[config.mk]
export PLATFORM = sky130hd
export DESIGN_NAME = ioc_clock_select
export DESIGN_NICKNAME = d
export VERILOG_FILES = /design/src/ioc_pkg.sv /design/src/ioc_clock_select.sv
export SDC_FILE = /design/constraint.sdc
export NUM_CORES = 1
export LEC_CHECK = 0
export ABC_AREA = 1
export BUFFER_PORTS_ARGS = -buffer_cell sky130_fd_sc_hd__buf_4
export CAP_MARGIN = 20
export CORE_MARGIN = 5
export CORE_UTILIZATION = 45
export CTS_BUF_LIST = sky130_fd_sc_hd__clkbuf_8
export CTS_CLUSTER_SIZE = 20
export DETAILED_ROUTE_END_ITERATION = 10
export PLACE_DENSITY = 0.72
export SYNTH_ARGS = -nofsm -noshare
export SYNTH_HDL_FRONTEND = slang
export SYNTH_SLANG_ARGS = --single-unit
[constraint.sdc]
create_clock -name clk -period 2 [get_ports clk]
set_input_delay 0.1 -clock clk [delete_from_list [all_inputs] [get_ports clk]]
set_output_delay 0.1 -clock clk [all_outputs]
set_load 0.03 [all_outputs]
[src/ioc_pkg.sv]
package ioc_pkg;
    localparam int AXI_AW = 4;
    // register byte offsets
    localparam logic [AXI_AW-1:0] TUNING_OFF = 4'h0;
    localparam logic [AXI_AW-1:0] CONTROL_OFF = 4'h4;
    localparam logic [AXI_AW-1:0] TIMER_OFF = 4'h8;
    // tuning register fields
    localparam int TUN_TRIM_LSB = 0;
    localparam int TUN_UNUSED_BIT = 5;
    localparam int TUN_PLL_BIT = 6;
    localparam int TUN_LOWSRC_BIT = 7;
    // control register fields
    localparam int CTL_SCS_LSB = 0;
    localparam int CTL_INTRDY_BIT = 2;
    localparam int CTL_PRIRDY_BIT = 3;
    localparam int CTL_IFS_LSB = 4;
    localparam int CTL_IDLE_BIT = 7;
    // timer control fields
    localparam int TMR_SECEN_BIT = 3;
    localparam int TMR_SECRUN_BIT = 6;
    // reset values
    localparam logic [4:0] TRIM_RESET = 5'h00;
    localparam logic [2:0] IFS_RESET = 3'h4;
    localparam logic [1:0] SCS_RESET = 2'h0;
    // encodings
    localparam logic [3:0] CFG_INTBLK_A = 4'h9;
    localparam logic [3:0] CFG_INTBLK_B = 4'h8;
    localparam logic [2:0] IFS_8MHZ = 3'h7;
    localparam logic [2:0] IFS_4MHZ = 3'h6;
    localparam logic [2:0] IFS_31KHZ = 3'h0;
    localparam logic [1:0] SRC_PRI = 2'h0;
    localparam logic [1:0] SRC_SEC = 2'h1;
    localparam logic [1:0] SRC_INT = 2'h2;
    localparam logic [2:0] PLL_FACTOR = 3'h4;
    localparam logic [2:0] NO_MULT = 3'h1;
    // clock switch pause, in source edges
    localparam logic [1:0] OLD_EDGES = 2'h2;
    localparam logic [1:0] NEW_EDGES = 2'h3;
    localparam logic [1:0] RESP_OKAY = 2'h0;
    localparam logic [1:0] RESP_SLVERR = 2'h2;

    typedef enum logic [2:0] {
        SW_RUN = 3'b001,
        SW_OLD = 3'b010,
        SW_NEW = 3'b100
    } ioc_switch_e;

    typedef struct packed {
        logic lowSrc;
        logic pll_enable_bit;
        logic [4:0] trim;
    } ioc_tuning_s;

    typedef struct packed {
        logic idle;
        logic [2:0] ifs;
        logic [1:0] scs;
    } ioc_control_s;
endpackage

[src/ioc_clock_select.sv]
// Decided for this implementation: the address map and register access over AXI4-Lite.
`timescale 1ns/1ns
// What this block does
// - enabled pll multiplies internal block by four
// - software pll enable at tuning bit 6
// - pll only with internal config and 8/4 MHz
// - pll enable forced zero where unavailable
// - trim adjusts fast oscillator only
// - five-bit signed trim in bits 4..0
// - tuning bit 5 reads zero
// - low source bit picks divided fast or RC
// - low source bit matters only at 31 kHz
// - source select switches after transition pause
// - source select cleared on reset
// - frequency select change acts immediately
// - frequency select resets to 1 MHz
// - slow RC always clocks watchdog and monitor
// - status flags show active clock source
// - at most one status flag set
// - idle bit picks idle or sleep
// - secondary select ignored unless enabled
// - frequency select encoding, 8 MHz to 31 kHz
// - source select encoding internal, secondary, primary
// - glitch-free switch: two old, three new edges
module ioc_clock_select (
    // clock and reset
    input wire logic clk,
    input wire logic reset_n,
    // axi4-lite write
    input wire logic [ioc_pkg::AXI_AW-1:0] awaddr,
    input wire logic awvalid,
    output logic awready,
    input wire logic [31:0] wdata,
    input wire logic [3:0] wstrb,
    input wire logic wvalid,
    output logic wready,
    output logic [1:0] bresp,
    output logic bvalid,
    input wire logic bready,
    // axi4-lite read
    input wire logic [ioc_pkg::AXI_AW-1:0] araddr,
    input wire logic arvalid,
    output logic arready,
    output logic [31:0] rdata,
    output logic [1:0] rresp,
    output logic rvalid,
    input wire logic rready,
    // oscillator sources, asynchronous
    input wire logic primaryOscIn,
    input wire logic secondaryOscIn,
    input wire logic fastOscIn,
    input wire logic slowRcIn,
    input wire logic pllOscIn,
    input wire logic startupExpiredIn,
    input wire logic intOscStableIn,
    // configuration and cpu
    input wire logic [3:0] primaryOscConfig,
    input wire logic sleepReq,
    // outputs
    output logic [4:0] fastOscTrim,
    output logic pllActive,
    output logic [2:0] freqMultiplier,
    output logic devClkTick,
    output logic wdtClkTick,
    output logic enterIdle,
    output logic enterSleep
);
    localparam int NSYNC = 7;

    function automatic logic regHit(input logic [ioc_pkg::AXI_AW-1:0] a,
                                    input logic [ioc_pkg::AXI_AW-1:0] off);
        regHit = (a[ioc_pkg::AXI_AW-1:2] == off[ioc_pkg::AXI_AW-1:2]);
    endfunction

    function automatic logic [7:0] divMask(input logic [2:0] ifs);
        case (ifs)
            3'h7: divMask = 8'h00;
            3'h6: divMask = 8'h01;
            3'h5: divMask = 8'h03;
            3'h4: divMask = 8'h07;
            3'h3: divMask = 8'h0F;
            3'h2: divMask = 8'h1F;
            3'h1: divMask = 8'h3F;
            default: divMask = 8'hFF;
        endcase
    endfunction

    // input synchronisers: change accepted when stages two and three agree
    logic [NSYNC-1:0] asyncIn;
    logic [NSYNC-1:0] s1_q, s2_q, s3_q, lvl_q, edge_q;
    assign asyncIn = {intOscStableIn, startupExpiredIn, pllOscIn, slowRcIn,
                      fastOscIn, secondaryOscIn, primaryOscIn};
    genvar gi;
    generate
        for (gi = 0; gi < NSYNC; gi++) begin : g_sync
            always_ff @(posedge clk or negedge reset_n) begin
                if (!reset_n) begin
                    s1_q[gi] <= 1'b0;
                    s2_q[gi] <= 1'b0;
                    s3_q[gi] <= 1'b0;
                    lvl_q[gi] <= 1'b0;
                    edge_q[gi] <= 1'b0;
                end else begin
                    s1_q[gi] <= asyncIn[gi];
                    s2_q[gi] <= s1_q[gi];
                    s3_q[gi] <= s2_q[gi];
                    if (s2_q[gi] == s3_q[gi]) begin
                        lvl_q[gi] <= s3_q[gi];
                    end
                    edge_q[gi] <= (s2_q[gi] == s3_q[gi]) && s3_q[gi] && !lvl_q[gi];
                end
            end
        end
    endgenerate
    logic priEdge, secEdge, fastEdge, slowEdge, pllEdge, ostLvl, stableLvl;
    assign priEdge = edge_q[0];
    assign secEdge = edge_q[1];
    assign fastEdge = edge_q[2];
    assign slowEdge = edge_q[3];
    assign pllEdge = edge_q[4];
    assign ostLvl = lvl_q[5];
    assign stableLvl = lvl_q[6];

    // registers
    ioc_pkg::ioc_tuning_s tun_q;
    ioc_pkg::ioc_control_s ctl_q;
    logic secOscEn_q;
    logic pllAvail;
    assign pllAvail = (primaryOscConfig == ioc_pkg::CFG_INTBLK_A) ||
                      (primaryOscConfig == ioc_pkg::CFG_INTBLK_B);

    // write channel: both address and data must be present, one at a time
    logic wrFire;
    assign awready = awvalid && wvalid && !bvalid;
    assign wready = awready;
    assign wrFire = awready;
    logic wrTun, wrCtl, wrTmr, wrMapped;
    assign wrTun = wrFire && wstrb[0] && regHit(awaddr, ioc_pkg::TUNING_OFF);
    assign wrCtl = wrFire && wstrb[0] && regHit(awaddr, ioc_pkg::CONTROL_OFF);
    assign wrTmr = wrFire && wstrb[0] && regHit(awaddr, ioc_pkg::TIMER_OFF);
    assign wrMapped = regHit(awaddr, ioc_pkg::TUNING_OFF) ||
                      regHit(awaddr, ioc_pkg::CONTROL_OFF) ||
                      regHit(awaddr, ioc_pkg::TIMER_OFF);

    always_ff @(posedge clk or negedge reset_n) begin
        if (!reset_n) begin
            bvalid <= 1'b0;
            bresp <= ioc_pkg::RESP_OKAY;
        end else if (wrFire) begin
            bvalid <= 1'b1;
            bresp <= wrMapped ? ioc_pkg::RESP_OKAY : ioc_pkg::RESP_SLVERR;
        end else if (bready) begin
            bvalid <= 1'b0;
        end
    end

    always_ff @(posedge clk or negedge reset_n) begin
        if (!reset_n) begin
            tun_q <= '{lowSrc: 1'b0, pll_enable_bit: 1'b0, trim: ioc_pkg::TRIM_RESET};
        end else begin
            if (wrTun) begin
                tun_q.lowSrc <= wdata[ioc_pkg::TUN_LOWSRC_BIT];
                tun_q.pll_enable_bit <= wdata[ioc_pkg::TUN_PLL_BIT] && pllAvail;
                tun_q.trim <= wdata[ioc_pkg::TUN_TRIM_LSB +: 5];
            end else if (!pllAvail) begin
                tun_q.pll_enable_bit <= 1'b0;
            end
        end
    end

    always_ff @(posedge clk or negedge reset_n) begin
        if (!reset_n) begin
            ctl_q <= '{idle: 1'b0, ifs: ioc_pkg::IFS_RESET, scs: ioc_pkg::SCS_RESET};
        end else if (wrCtl) begin
            ctl_q.idle <= wdata[ioc_pkg::CTL_IDLE_BIT];
            ctl_q.ifs <= wdata[ioc_pkg::CTL_IFS_LSB +: 3];
            // secondary request dropped while its oscillator is off
            if (wdata[ioc_pkg::CTL_SCS_LSB +: 2] != ioc_pkg::SRC_SEC || secOscEn_q) begin
                ctl_q.scs <= wdata[ioc_pkg::CTL_SCS_LSB +: 2];
            end
        end
    end

    always_ff @(posedge clk or negedge reset_n) begin
        if (!reset_n) begin
            secOscEn_q <= 1'b0;
        end else if (wrTmr) begin
            secOscEn_q <= wdata[ioc_pkg::TMR_SECEN_BIT];
        end
    end

    // trim goes to the fast oscillator only; slow RC has no trim input
    always_ff @(posedge clk or negedge reset_n) begin
        if (!reset_n) begin
            fastOscTrim <= ioc_pkg::TRIM_RESET;
        end else begin
            fastOscTrim <= tun_q.trim;
        end
    end

    // pll gating
    logic pllOk;
    assign pllOk = tun_q.pll_enable_bit && pllAvail &&
                   (ctl_q.ifs == ioc_pkg::IFS_8MHZ || ctl_q.ifs == ioc_pkg::IFS_4MHZ);
    always_ff @(posedge clk or negedge reset_n) begin
        if (!reset_n) begin
            pllActive <= 1'b0;
            freqMultiplier <= ioc_pkg::NO_MULT;
        end else begin
            pllActive <= pllOk;
            freqMultiplier <= pllOk ? ioc_pkg::PLL_FACTOR : ioc_pkg::NO_MULT;
        end
    end

    // internal block output: postscaler follows the select with no pause
    logic [7:0] postCnt_q;
    logic divHit, rcDirect, intTick;
    always_ff @(posedge clk or negedge reset_n) begin
        if (!reset_n) begin
            postCnt_q <= 8'h00;
        end else if (fastEdge) begin
            postCnt_q <= postCnt_q + 8'h01;
        end
    end
    assign divHit = (postCnt_q & divMask(ctl_q.ifs)) == divMask(ctl_q.ifs);
    assign rcDirect = (ctl_q.ifs == ioc_pkg::IFS_31KHZ) && !tun_q.lowSrc;
    // pll output replaces the internal tap; it is x4 of the selected tap
    assign intTick = pllActive ? pllEdge :
                     rcDirect ? slowEdge : (fastEdge && divHit);

    // watchdog and monitor stay on the slow RC whatever the selection
    always_ff @(posedge clk or negedge reset_n) begin
        if (!reset_n) begin
            wdtClkTick <= 1'b0;
        end else begin
            wdtClkTick <= slowEdge;
        end
    end

    // source switch with pause
    logic [2:0] srcTick;
    assign srcTick = {intTick, secEdge, priEdge};
    logic [1:0] target, active_q, pend_q, cnt_q;
    ioc_pkg::ioc_switch_e sw_q;
    assign target = ctl_q.scs[1] ? ioc_pkg::SRC_INT :
                    (ctl_q.scs[0] ? ioc_pkg::SRC_SEC : ioc_pkg::SRC_PRI);

    always_ff @(posedge clk or negedge reset_n) begin
        if (!reset_n) begin
            sw_q <= ioc_pkg::SW_RUN;
            active_q <= ioc_pkg::SRC_PRI;
            pend_q <= ioc_pkg::SRC_PRI;
            cnt_q <= 2'h0;
        end else begin
            case (sw_q)
                ioc_pkg::SW_RUN: begin
                    if (target != active_q) begin
                        sw_q <= ioc_pkg::SW_OLD;
                        pend_q <= target;
                        cnt_q <= 2'h0;
                    end
                end
                ioc_pkg::SW_OLD: begin
                    if (srcTick[active_q]) begin
                        if (cnt_q == ioc_pkg::OLD_EDGES - 2'h1) begin
                            sw_q <= ioc_pkg::SW_NEW;
                            cnt_q <= 2'h0;
                        end else begin
                            cnt_q <= cnt_q + 2'h1;
                        end
                    end
                end
                ioc_pkg::SW_NEW: begin
                    if (srcTick[pend_q]) begin
                        if (cnt_q == ioc_pkg::NEW_EDGES - 2'h1) begin
                            sw_q <= ioc_pkg::SW_RUN;
                            active_q <= pend_q;
                            cnt_q <= 2'h0;
                        end else begin
                            cnt_q <= cnt_q + 2'h1;
                        end
                    end
                end
                default: sw_q <= ioc_pkg::SW_RUN;
            endcase
        end
    end

    // device clock is held off for the whole pause
    logic running;
    assign running = (sw_q == ioc_pkg::SW_RUN);
    always_ff @(posedge clk or negedge reset_n) begin
        if (!reset_n) begin
            devClkTick <= 1'b0;
        end else begin
            devClkTick <= running && srcTick[active_q];
        end
    end

    // status flags, at most one set by construction
    logic priRdy, intRdy, secRun;
    assign priRdy = running && active_q == ioc_pkg::SRC_PRI && ostLvl;
    assign intRdy = running && active_q == ioc_pkg::SRC_INT && stableLvl && !rcDirect;
    assign secRun = running && active_q == ioc_pkg::SRC_SEC;

    // sleep request
    always_ff @(posedge clk or negedge reset_n) begin
        if (!reset_n) begin
            enterIdle <= 1'b0;
            enterSleep <= 1'b0;
        end else begin
            enterIdle <= sleepReq && ctl_q.idle;
            enterSleep <= sleepReq && !ctl_q.idle;
        end
    end

    // read channel: one outstanding read, answer one cycle after acceptance
    logic rdFire;
    logic [7:0] rdByte;
    assign arready = !rvalid;
    assign rdFire = arvalid && arready;
    always_comb begin
        rdByte = 8'h00;
        if (regHit(araddr, ioc_pkg::TUNING_OFF)) begin
            rdByte = {tun_q.lowSrc, tun_q.pll_enable_bit && pllAvail, 1'b0, tun_q.trim};
        end else if (regHit(araddr, ioc_pkg::CONTROL_OFF)) begin
            rdByte = {ctl_q.idle, ctl_q.ifs, priRdy, intRdy, ctl_q.scs};
        end else if (regHit(araddr, ioc_pkg::TIMER_OFF)) begin
            rdByte[ioc_pkg::TMR_SECRUN_BIT] = secRun;
            rdByte[ioc_pkg::TMR_SECEN_BIT] = secOscEn_q;
        end
    end
    always_ff @(posedge clk or negedge reset_n) begin
        if (!reset_n) begin
            rvalid <= 1'b0;
            rdata <= 32'h0000_0000;
            rresp <= ioc_pkg::RESP_OKAY;
        end else if (rdFire) begin
            rvalid <= 1'b1;
            rdata <= {24'h000000, rdByte};
            rresp <= (regHit(araddr, ioc_pkg::TUNING_OFF) ||
                      regHit(araddr, ioc_pkg::CONTROL_OFF) ||
                      regHit(araddr, ioc_pkg::TIMER_OFF)) ?
                     ioc_pkg::RESP_OKAY : ioc_pkg::RESP_SLVERR;
        end else if (rready) begin
            rvalid <= 1'b0;
        end
    end

    // checks
    property p_pll_gate;
        @(posedge clk) disable iff (!reset_n)
        pllActive |-> $past(tun_q.pll_enable_bit && pllAvail && ctl_q.ifs[2:1] == 2'b11);
    endproperty
    a_pll_gate: assert property (p_pll_gate) else $error("pll active without its conditions");

    property p_tun_read;
        @(posedge clk) disable iff (!reset_n)
        (rdFire && regHit(araddr, ioc_pkg::TUNING_OFF) && !pllAvail)
            |=> rvalid && rdata[6:5] == 2'b00;
    endproperty
    a_tun_read: assert property (p_tun_read) else $error("tuning bits 6:5 not zero");

    property p_sec_ignored;
        @(posedge clk) disable iff (!reset_n)
        (wrCtl && !secOscEn_q && wdata[1:0] == 2'b01) |=> $stable(ctl_q.scs);
    endproperty
    a_sec_ignored: assert property (p_sec_ignored) else $error("secondary taken while off");

    property p_reset_vals;
        @(posedge clk) $rose(reset_n) |-> ctl_q.scs == 2'b00 && ctl_q.ifs == 3'b100;
    endproperty
    a_reset_vals: assert property (p_reset_vals) else $error("bad reset values");

    property p_onehot_flags;
        @(posedge clk) disable iff (!reset_n)
        $onehot0({priRdy, intRdy, secRun});
    endproperty
    a_onehot_flags: assert property (p_onehot_flags) else $error("two source flags set");

    property p_switch_start;
        @(posedge clk) disable iff (!reset_n)
        (running && target != active_q) |=> sw_q == ioc_pkg::SW_OLD ##1 !devClkTick;
    endproperty
    a_switch_start: assert property (p_switch_start) else $error("switch did not pause");

    property p_wdt_rc;
        @(posedge clk) disable iff (!reset_n)
        slowEdge |=> wdtClkTick;
    endproperty
    a_wdt_rc: assert property (p_wdt_rc) else $error("watchdog tick lost");

    property p_low_src;
        @(posedge clk) disable iff (!reset_n)
        (!pllActive && ctl_q.ifs != 3'b000) |-> intTick == (fastEdge && divHit);
    endproperty
    a_low_src: assert property (p_low_src) else $error("low source leaked");
endmodule

After elaboration in Yosys (flattened, before gate mapping)
Cells that the tools add are included.
Widths: inputs -> output; s select.
{ "totals": {"reg_bits": 91, "inputBits": 63, "output_inout_bits": 54, "wordCells": 196} }
{ "classes": {"add_sub_neg": 2, "magnitude_cmp": 2, "eq_ne": 36, "n_mux": 38, "n_bitwise": 1, "n_reduce_logical": 60} }
{ "ops": {"columns": ["op", "n"], "rows": [
  ["$pmux 8 s7", 1],
  ["$logic_and 1x1->1", 31],
  ["$mux 3", 7],
  ["$mux 2", 9],
  ["$mux 1", 16],
  ["$eq 3x3->1 const B", 5],
  ["$logic_not 1->1", 10],
  ["$eq 3x2->1 const B", 3],
  ["$pmux 3 s3", 1],
  ["$add 8x1->8 const B", 1],
  ["$and 8x8->8", 1],
  ["$eq 2x1->1 const B", 4],
  ["$eq 2x2->1 const B", 4],
  ["$eq 4x4->1 const B", 2],
  ["$eq 8x8->1", 1],
  ["$mux 8", 1],
  ["$ne 2x2->1 const B", 4],
  ["$eq 1x1->1", 7],
  ["$logic_or 1x1->1", 7],
  ["$eq 3x1->1 const B", 2],
  ["$logic_not 2->1", 3],
  ["$lt 2x3->1 const B", 2],
  ["$ne 2x1->1 const B", 3],
  ["$pmux 2 s3", 1],
  ["10 further kinds", 13]
]} }

Logic depth before layout (Yosys ltp)
Gate-level depths: netlist of the first run.
{ "depth": {"depth_word": 11, "depth_mapped": 12} }

Worst setup path after synthesis of the first run
No wires, ideal clock.
{ "synth_path": {"path_kind": "reg2reg", "startpoint": "reg bvalid", "endpoint": "reg tun_q[1] in the netlist's numbering", "arrival_ns": 1.371, "required_time_ns": 1.879, "path_slack_ns": 0.508, "path_stages_with_launch": 9, "period_less_slack_ns": 1.492, "path_cell_list": "dfrtp_1 > inv_2 > nand3_2 > nor2_1 > inv_2 > nor3_2 > inv_2 > nand2_1 > o21ai_1"} }
{ "synth_via": {"elab_chain_len": 4} }
{ "synth_rtl": {"columns": ["element", "line_no", "rtl"], "rows": [
  ["from (decl)", "ioc_clock_select.sv:38", "output logic bvalid,"],
  ["from (signal assigned)", "ioc_clock_select.sv:147", "bvalid <= 1'b0;"],
  ["from (signal assigned)", "ioc_clock_select.sv:150", "bvalid <= 1'b1;"],
  ["from (signal assigned)", "ioc_clock_select.sv:153", "bvalid <= 1'b0;"],
  ["$logic_not 1->1", "ioc_clock_select.sv:134", "assign awready = awvalid && wvalid && !bvalid;"],
  ["$logic_and 1x1->1", "ioc_clock_select.sv:134", null],
  ["$logic_and 1x1->1 (2 in a row)", "ioc_clock_select.sv:138", "assign wrTun = wrFire && wstrb[0] && regHit(awaddr, ioc_pkg::TUNING_OFF);"],
  ["to (signal assigned)", "ioc_clock_select.sv:159", "tun_q <= '{lowSrc: 1'b0, pll_enable_bit: 1'b0, trim: ioc_pkg::TRIM_RESET};"],
  ["to (decl)", "ioc_clock_select.sv:125", "ioc_pkg::ioc_tuning_s tun_q;"]
]} }
Every way passes these cells.
A chain may end at the register's enable or synchronous reset.

Worst setup path after layout of the first run
{ "layout_path": {"startpoint": "reg ctl_q[4] in the netlist's numbering", "endpoint": "reg cnt_q[1]"} }
{ "layout_via": {"elab_chain_len": 11} }
{ "layout_rtl": {"columns": ["element", "line_no", "rtl"], "rows": [
  ["from (decl)", "ioc_clock_select.sv:126", "ioc_pkg::ioc_control_s ctl_q;"],
  ["from (signal assigned)", "ioc_clock_select.sv:173", "ctl_q <= '{idle: 1'b0, ifs: ioc_pkg::IFS_RESET, scs: ioc_pkg::SCS_RESET};"],
  ["$eq 3x1->1, or another cell as far along", "ioc_clock_select.sv:76", "case (ifs)"],
  ["$pmux 8 s7", "ioc_clock_select.sv:76", null],
  ["$and 8x8->8", "ioc_clock_select.sv:225", "assign divHit = (postCnt_q & divMask(ctl_q.ifs)) == divMask(ctl_q.ifs);"],
  ["$eq 8x8->1", "ioc_clock_select.sv:225", null],
  ["$logic_and 1x1->1", "ioc_clock_select.sv:229", "rcDirect ? slowEdge : (fastEdge && divHit);"],
  ["$mux 1 *", "ioc_clock_select.sv:229", null],
  ["$mux 1 *", "ioc_clock_select.sv:228", "assign intTick = pllActive ? pllEdge :"],
  ["$bmux 1 s2, on equally long branches", "ioc_clock_select.sv:274, ioc_clock_select.sv:264", null],
  ["$mux 1, on equally long branches", "ioc_clock_select.sv:274, ioc_clock_select.sv:264", null],
  ["$ne 2x2->1 (no line)", null, null],
  ["$reduce_and 4->1 (no line) *", null, null],
  ["to (signal assigned)", "ioc_clock_select.sv:269", "cnt_q <= cnt_q + 2'h1;"],
  ["to (signal assigned)", "ioc_clock_select.sv:280", "cnt_q <= cnt_q + 2'h1;"],
  ["to (decl)", "ioc_clock_select.sv:243", "logic [1:0] target, active_q, pend_q, cnt_q;"]
]} }
Every way passes the cells marked *; elsewhere a longest branch is shown, timed or not. The select of a mux whose other input is x is not followed.

==> results of run 1 <==
==> flip-flops by register name, indices dropped and copies added, names as in the netlist, 2 cells and up <==
| name | flops |
|---|---|
| freqMultiplier | 2 |
| pend_q | 2 |
| sw_q | 3 |
| ctl_q | 6 |
| tun_q | 7 |
| cnt_q | 2 |
| active_q | 2 |
| s2_q | 7 |
| s3_q | 7 |
| lvl_q | 5 |
| fastOscTrim | 5 |
| rdata | 8 |
| postCnt_q | 8 |
| s1_q | 7 |
==> logic make-up after synthesis <==
group | share of synthesized area
simple gates | 0.171
xor+xnor | 0.0188
flops | 0.586
compound gates | 0.0673
fa+ha+maj | 0.0256
buf+inv | 0.115
mux | 0.0151
other cells | 0.00101
==> path summary, 6_finish.rpt <==
kind,to,slack [ns],cells after the start
worst max-delay path,cnt_q[1],0.33,11
worst min-delay path,tun_q[4],0.04,3
worst max register to register,cnt_q[1],0.33,11
worst min register to register,s2_q[1],0.36,0
max in group asynchronous,postCnt_q[0],1.10,3
min in group asynchronous,ctl_q[3],0.26,2
==> final cells by class <==
cell class / count / area share
Clock buffer: 9 / 0.0272
Clock inverter: 7 / 0.0173
Inverter: 55 / 0.0453
Multi-Input combinational cell: 227 / 0.265
Sequential cell: 87 / 0.479
Tap cell: 105 / 0.0288
Timing Repair Buffer: 76 / 0.137
==> layout by cell type (no fill, tap or decap), types with 7 or more instances in the layout <==
master and instances:
sky130_fd_sc_hd__a21oi_1 7, sky130_fd_sc_hd__buf_4 58, sky130_fd_sc_hd__clkbuf_8 9, sky130_fd_sc_hd__conb_1 27, sky130_fd_sc_hd__dfrtp_1 84, sky130_fd_sc_hd__dlygate4sd3_1 17
sky130_fd_sc_hd__inv_1 48, sky130_fd_sc_hd__nand2_1 71, sky130_fd_sc_hd__nand3_1 18, sky130_fd_sc_hd__nand3_2 7, sky130_fd_sc_hd__nor2_1 21, sky130_fd_sc_hd__o21ai_0 20
==> worst reg2reg max path: stages, from the launching register on <==
cell and delay (ns):
sky130_fd_sc_hd__dfstp_2 0.57, sky130_fd_sc_hd__inv_1 0.10, sky130_fd_sc_hd__nand3_1 0.11, sky130_fd_sc_hd__nand2_1 0.07, sky130_fd_sc_hd__nor2_2 0.08, sky130_fd_sc_hd__nand3_1 0.09, sky130_fd_sc_hd__nand2_2 0.09, sky130_fd_sc_hd__nand3_2 0.09
sky130_fd_sc_hd__nand3_2 0.15, sky130_fd_sc_hd__nand3_2 0.10, sky130_fd_sc_hd__nand2_1 0.07, sky130_fd_sc_hd__nand2_1 0.05
==> repair_timing <==
action	CTS	global route
buffers inserted	0	0
hold buffers	17	0
endpoints found under the hold margin	56	0
==> power groups by stage <==
stage / clock (W) / combinational, W / sequential [W]
final: 0.00124 / 0.00124 / 0.00226
after global routing: 0.00134 / 0.00138 / 0.00230
after global placement: 0 / 0.00116 / 0.00228
after floorplan: 0 / 0.000732 / 0.00240
after detailed placement: 0 / 0.00121 / 0.00229
after CTS: 0.00127 / 0.00124 / 0.00226
==> layer usage <==
metal,share of wire,global-route usage
met5,0,0
met2,0.48,0.246
met4,0.024,0.0726
met3,0.065,0.0270
met1,0.43,0.199
==> metrics by stage <==
stage / area, um2 / setup WS [ns] / hold slack (ns) / cells / utilization
2_1_floorplan: 3820 / 0.508 / -0.196 / 399 / -
3_3_place_gp: 4180 / 0.385 / 0.121 / 533 / 0.514
3_5_place_dp: 4180 / 0.334 / 0.128 / 533 / 0.514
4_1_cts: 4560 / 0.326 / 0.0271 / 566 / 0.560
5_1_grt: 4560 / 0.154 / 0.0227 / 566 / 0.560
6_report: 4560 / 0.329 / 0.0350 / 566 / 0.560
==> impl_metrics.json, run 1 <==
{
  "run_status": "finished, final reports clean",
  "p_total_w": 0.00473,
  "n_fill_cell": 718,
  "dp_hpwl_mm": 5.22,
  "grt_max_degree": 49,
  "postSynthCellCount": 373,
  "cts_root_buffer": "sky130_fd_sc_hd__clkbuf_8",
  "syn_area_per_cell_um2": 9.97,
  "crit_path_top_delay_cell": "sky130_fd_sc_hd__dfstp_2",
  "synth_most_common_cell": "sky130_fd_sc_hd__dfrtp_1",
  "report.final.hold_viol_count": 0,
  "critPathMaxFanout": 6,
  "setup_tns_ns": 0,
  "total_grt_overflow": 0,
  "area_taken_by_multi_input_logic_gates_um2": 1210,
  "cts_tree": "built",
  "port_buffers": 57,
  "clock_latency_late_sink_ns": 0.35,
  "fp.dieH_um": 101,
  "synth_enable_flop_cells": 0,
  "finalNetCount": 525,
  "netlist_top_cells_count": "sky130_fd_sc_hd__dfrtp_1, sky130_fd_sc_hd__nand2_1, sky130_fd_sc_hd__inv_1",
  "critPathRequiredTime_ns": 2.25,
  "max-vdd-ir-drop_mv": 0.488,
  "relSlewSlack": 0.648,
  "drt_wl_total_mm": 7.23,
  "setup_violations_final": 0,
  "power.density_cell_area_nw_per_um2": 1040,
  "max_slew.worst_pin.slew_ns": 0.526,
  "io_pins": 117,
  "synth-async-reset-ratio": 1.00,
  "critPathMaxStageDelay_ns": 0.57,
  "clkSinkCount": 87,
  "first_pass_grt_wire_length_mm": 12.1,
  "via_per_inst": 4.68,
  "cts_buffer_depth": 2,
  "combinationalPowerShare": 0.262,
  "grt_pass1_vias": 2619,
  "synth_area_um2": 3720,
  "core.rowCount": 33,
  "p_sw_frac": 0.347,
  "setup.worst_path.end_class": "register",
  "antenna_found_initial": 0,
  "gr-usage-all-layers": 0.152,
  "ordered_cell_list_for_the_critical_path": "inv_1 > nand3_1 > nand2_1 > nor2_2 > nand3_1 > nand2_2 > nand3_2 > nand3_2 > nand3_2 > nand2_1 > nand2_1",
  "minimum_clock_period_after_layout_ns": 1.67,
  "synth.top_cells.by_area": "sky130_fd_sc_hd__dfrtp_1, sky130_fd_sc_hd__nand2_1, sky130_fd_sc_hd__buf_4",
  "drt_iter0_markers": 126,
  "core-area_um2": 8130,
  "n_antenna_cell": 0,
  "worstPathArrival_ns": 1.93,
  "horizontal_extent_of_the_die_um": 101,
  "timing.final.max_slew_violations": 0,
  "timing.critical_path.from_type": "register",
  "timing.critical_path.buf_inv": 1,
  "drv_cap": 0,
  "hold_path_startpoint": "wdata[4]",
  "final_layout_size_suffix_gt1_frac": 0.230,
  "worst_skew_ns": 0.0104,
  "setup_repair_after_global_routing_missed_its_margin": "false",
  "clk_transition_reported_paths_ns": 0.09,
  "area_delta_synth_final_pct": 22.5,
  "ys_warn_count": 0,
  "worst_r2r_startpoint": "ctl_q[4]",
  "hold_class": "in2reg",
  "predominant_post_synthesis_flop_cell": "sky130_fd_sc_hd__dfrtp_1",
  "routed-via-count": 2648,
  "synth_top_cell_by_area": "sky130_fd_sc_hd__dfrtp_1",
  "critical_path_class": "reg2reg",
  "post_cts_resized": 0,
  "startpoint": "ctl_q[4]",
  "seq_area_frac_synth": 0.586,
  "floorplan.die_area_um2": 10200,
  "internal_dissipation_w": 0.00309,
  "numCtsBuffers": 9,
  "initial_utilization": 0.457,
  "clkPwrFrac": 0.261,
  "cellLeakagePower_nw": 2.30,
  "ant_nets": 0,
  "final_min_period_over_clock_period": 0.835,
  "dr.pass1.iters": 4,
  "routed_wire_length_per_instance_um": 12.8,
  "drc_errors": 0,
  "synth_top_cell_area_share": 0.565,
  "area.sequential_um2": 2180,
  "postSynthRegisterBits": 87,
  "power_switching_w": 0.00164,
  "cts_h_tree_depth": 3,
  "gpl.final_weighted_congestion": 0.826,
  "synthDistinctLibCells": 37,
  "path_delay_family": "simple AND/OR/NAND/NOR gates",
  "achievable-frequency_ghz": 0.599,
  "seqPwrFrac": 0.477
}
Note: power is estimated with default switching activity, not from simulation.
==> run 2, diff against run 1 <==
- PLACE_DENSITY: 0.72 -> 0.75
- clock period: 2 -> 1.3 ns (I/O delays scaled with it)
==> run 2 against run 1 <==
Net effect: the run now ends with setup timing left; non-clock buffer count up 44; global-route usage up 0.73 points; register-to-register slack worse by 0.66 ns; largest cell class unchanged.
==> impl_metrics.json, run 2 (synthesis results as in run 1) <==
{
  "drv_cap": 0,
  "run_status": "complete, but fails checks",
  "n_antenna_cell": 0,
  "startpoint": "ctl_q[4]",
  "failed_checks": "setup timing",
  "setup_repair_after_global_routing_missed_its_margin": "true",
  "floorplan.die_area_um2": 10200,
  "max-vdd-ir-drop_mv": 0.869,
  "timing.critical_path.from_type": "register",
  "report.final.hold_viol_count": 0,
  "dp_hpwl_mm": 5.74,
  "gpl.final_weighted_congestion": 0.826,
  "gr-usage-all-layers": 0.160,
  "global_route.peak_usage_layer": "met2",
  "clkSinkCount": 87,
  "worst_r2r_startpoint": "ctl_q[4]",
  "first_pass_grt_wire_length_mm": 12.8,
  "path_delay_family": "simple AND/OR/NAND/NOR gates",
  "fp.dieH_um": 101,
  "internal_dissipation_w": 0.00504,
  "clk_transition_reported_paths_ns": 0.09,
  "worst_skew_ns": 0.00963,
  "n_fill_cell": 617,
  "ordered_cell_list_for_the_critical_path": "inv_2 > nand2_2 > clkinv_2 > o21ai_2 > nand3_1 > nand2_2 > nand3_4 > nand3_4 > buf_4 > nand4_1 > nand2_1",
  "core.rowCount": 33,
  "critPathMaxStageDelay_ns": 0.58,
  "groute.layer.met1.usage": 0.199,
  "core-area_um2": 8130,
  "max_slew.worst_pin.slew_ns": 0.603,
  "area_delta_synth_final_pct": 38.7,
  "via_per_inst": 4.67,
  "most-common-layout-cells": "sky130_fd_sc_hd__buf_4, sky130_fd_sc_hd__dfrtp_1, sky130_fd_sc_hd__nand2_1, sky130_fd_sc_hd__inv_1, sky130_fd_sc_hd__conb_1",
  "grt.met3_usage": 0.0284,
  "routed-via-count": 2848,
  "cells_after_dpl": 567,
  "grt_pass1_vias": 2824,
  "grt_max_degree": 44,
  "endpoint": "sw_q[0]",
  "combinationalPowerShare": 0.332,
  "final_min_period_over_clock_period": 1.25,
  "crit_path_top_delay_cell": "sky130_fd_sc_hd__dfstp_2",
  "numCtsBuffers": 9,
  "drt_wl_total_mm": 7.95,
  "cts_root_buffer": "sky130_fd_sc_hd__clkbuf_8",
  "setup_violations_final": 18,
  "power.density_cell_area_nw_per_um2": 1530,
  "hold_slack_ns": 0.0206,
  "non_filler_cells_in_the_finished_layout": 610,
  "critPathRequiredTime_ns": 1.60,
  "register_to_register_setup_slack_ns": -0.33,
  "cellLeakagePower_nw": 2.57,
  "cts_h_tree_depth": 3,
  "dr.pass1.iters": 4,
  "routed_wire_length_per_instance_um": 13.0,
  "antenna_found_initial": 0,
  "initial_utilization": 0.457,
  "port_buffers": 57,
  "critical_path_cell_count": 11,
  "worst-r2r-cell-count": 11,
  "p_sw_frac": 0.362,
  "total_grt_overflow": 0,
  "timing.rr.end": "sw_q[0]",
  "ant_nets": 0,
  "achievable-frequency_ghz": 0.615,
  "final_layout_size_suffix_gt1_frac": 0.362,
  "hold_class": "in2reg",
  "grt.met2_usage": 0.271,
  "clock_latency_late_sink_ns": 0.36,
  "relSlewSlack": 0.594,
  "critPathMaxFanout": 6,
  "timing.final.max_slew_violations": 0,
  "clkPwrFrac": 0.229,
  "drc_errors": 0,
  "mostFrequentLayoutCell": "sky130_fd_sc_hd__buf_4",
  "seqPwrFrac": 0.439,
  "horizontal_extent_of_the_die_um": 101,
  "timing.critical_path.buf_inv": 3,
  "cts_buffer_depth": 2,
  "cts_tree": "built",
  "drt_iter0_markers": 94,
  "biggestRegsByFlops": "postCnt_q (8), rdata (8)",
  "post-route-worst-setup-slack_ns": -0.326,
  "power_switching_w": 0.00286,
  "worstPathArrival_ns": 1.93,
  "setup.worst_path.end_class": "register",
  "minimum_clock_period_after_layout_ns": 1.63,
  "critical_path_class": "reg2reg",
  "io_pins": 117,
  "finalNetCount": 569
}
==> run 2: layer usage <==
layer  vias to the layer above  routed length (um)
li1                       1391                   -
met4                         0                 166
met2                        91                4010
met1                      1350                3290
met3                        16                 481
met5                         -                   0
==> run 2: worst min path at each step <==
stage	slack [ns]	from	depth (start not counted)	to
after floorplan	-0.23	reset_n	0	active_q[0]
after global placement	-0.09	reset_n	1	bresp[1]
after detailed placement	-0.09	reset_n	1	lvl_q[2]
after CTS	0.002	awaddr[2]	3	bresp[1]
after global routing	0.03	awaddr[2]	3	bresp[1]
final	0.02	awaddr[2]	3	bresp[1]
==> run 2: worst reg2reg max path, stage by stage (launching register included) <==
cell,delay [ns]
sky130_fd_sc_hd__dfstp_2,0.58
sky130_fd_sc_hd__inv_2,0.07
sky130_fd_sc_hd__nand2_2,0.10
sky130_fd_sc_hd__clkinv_2,0.06
sky130_fd_sc_hd__o21ai_2,0.05
sky130_fd_sc_hd__nand3_1,0.09
sky130_fd_sc_hd__nand2_2,0.13
sky130_fd_sc_hd__nand3_4,0.11
sky130_fd_sc_hd__nand3_4,0.12
sky130_fd_sc_hd__buf_4,0.13
sky130_fd_sc_hd__nand4_1,0.08
sky130_fd_sc_hd__nand2_1,0.07
==> run 2: cell type report <==
class | count | area [um2] | area share
Clock buffer | 9 | 124 | 0.0240
Clock inverter | 7 | 61.3 | 0.0119
Inverter | 55 | 218 | 0.0422
Multi-Input combinational cell | 227 | 1440 | 0.279
Sequential cell | 87 | 2180 | 0.423
Tap cell | 105 | 131 | 0.0255
Timing Repair Buffer | 120 | 1000 | 0.194
==> run 2: power by group through the flow <==
stage	clock network, W	registers [W]	logic, W
floorplan	0	0.00370	0.00114
global route	0.00197	0.00353	0.00288
global placement	0	0.00348	0.00222
CTS	0.00185	0.00345	0.00238
finish	0.00181	0.00347	0.00262
detailed placement	0	0.00350	0.00229
==> run 2: per-stage QoR <==
step | total power, W | worst slack [ns] | instance area (um2) | setup TNS, ns | util
2_1_floorplan | 0.00484 | -0.116 | 3850 | -0.725 | -
3_3_place_gp | 0.00570 | -0.177 | 4490 | -1.49 | 0.551
3_5_place_dp | 0.00579 | -0.258 | 4490 | -2.05 | 0.551
4_1_cts | 0.00767 | -0.270 | 4920 | -1.93 | 0.604
5_1_grt | 0.00837 | -0.406 | 5160 | -4.98 | 0.634
6_report | 0.00790 | -0.326 | 5160 | -3.22 | 0.634
==> run 2: timing repair <==
item / 4_1_cts / 5_1_grt
hold endpoints to repair: 111 / 1
hold buffers: 20 / 1
resized for setup: 10 / 53
setup buffers: 1 / 5
pin swaps: 1 / 12
setup endpoints to repair: 16 / 29
gates cloned: 0 / 0
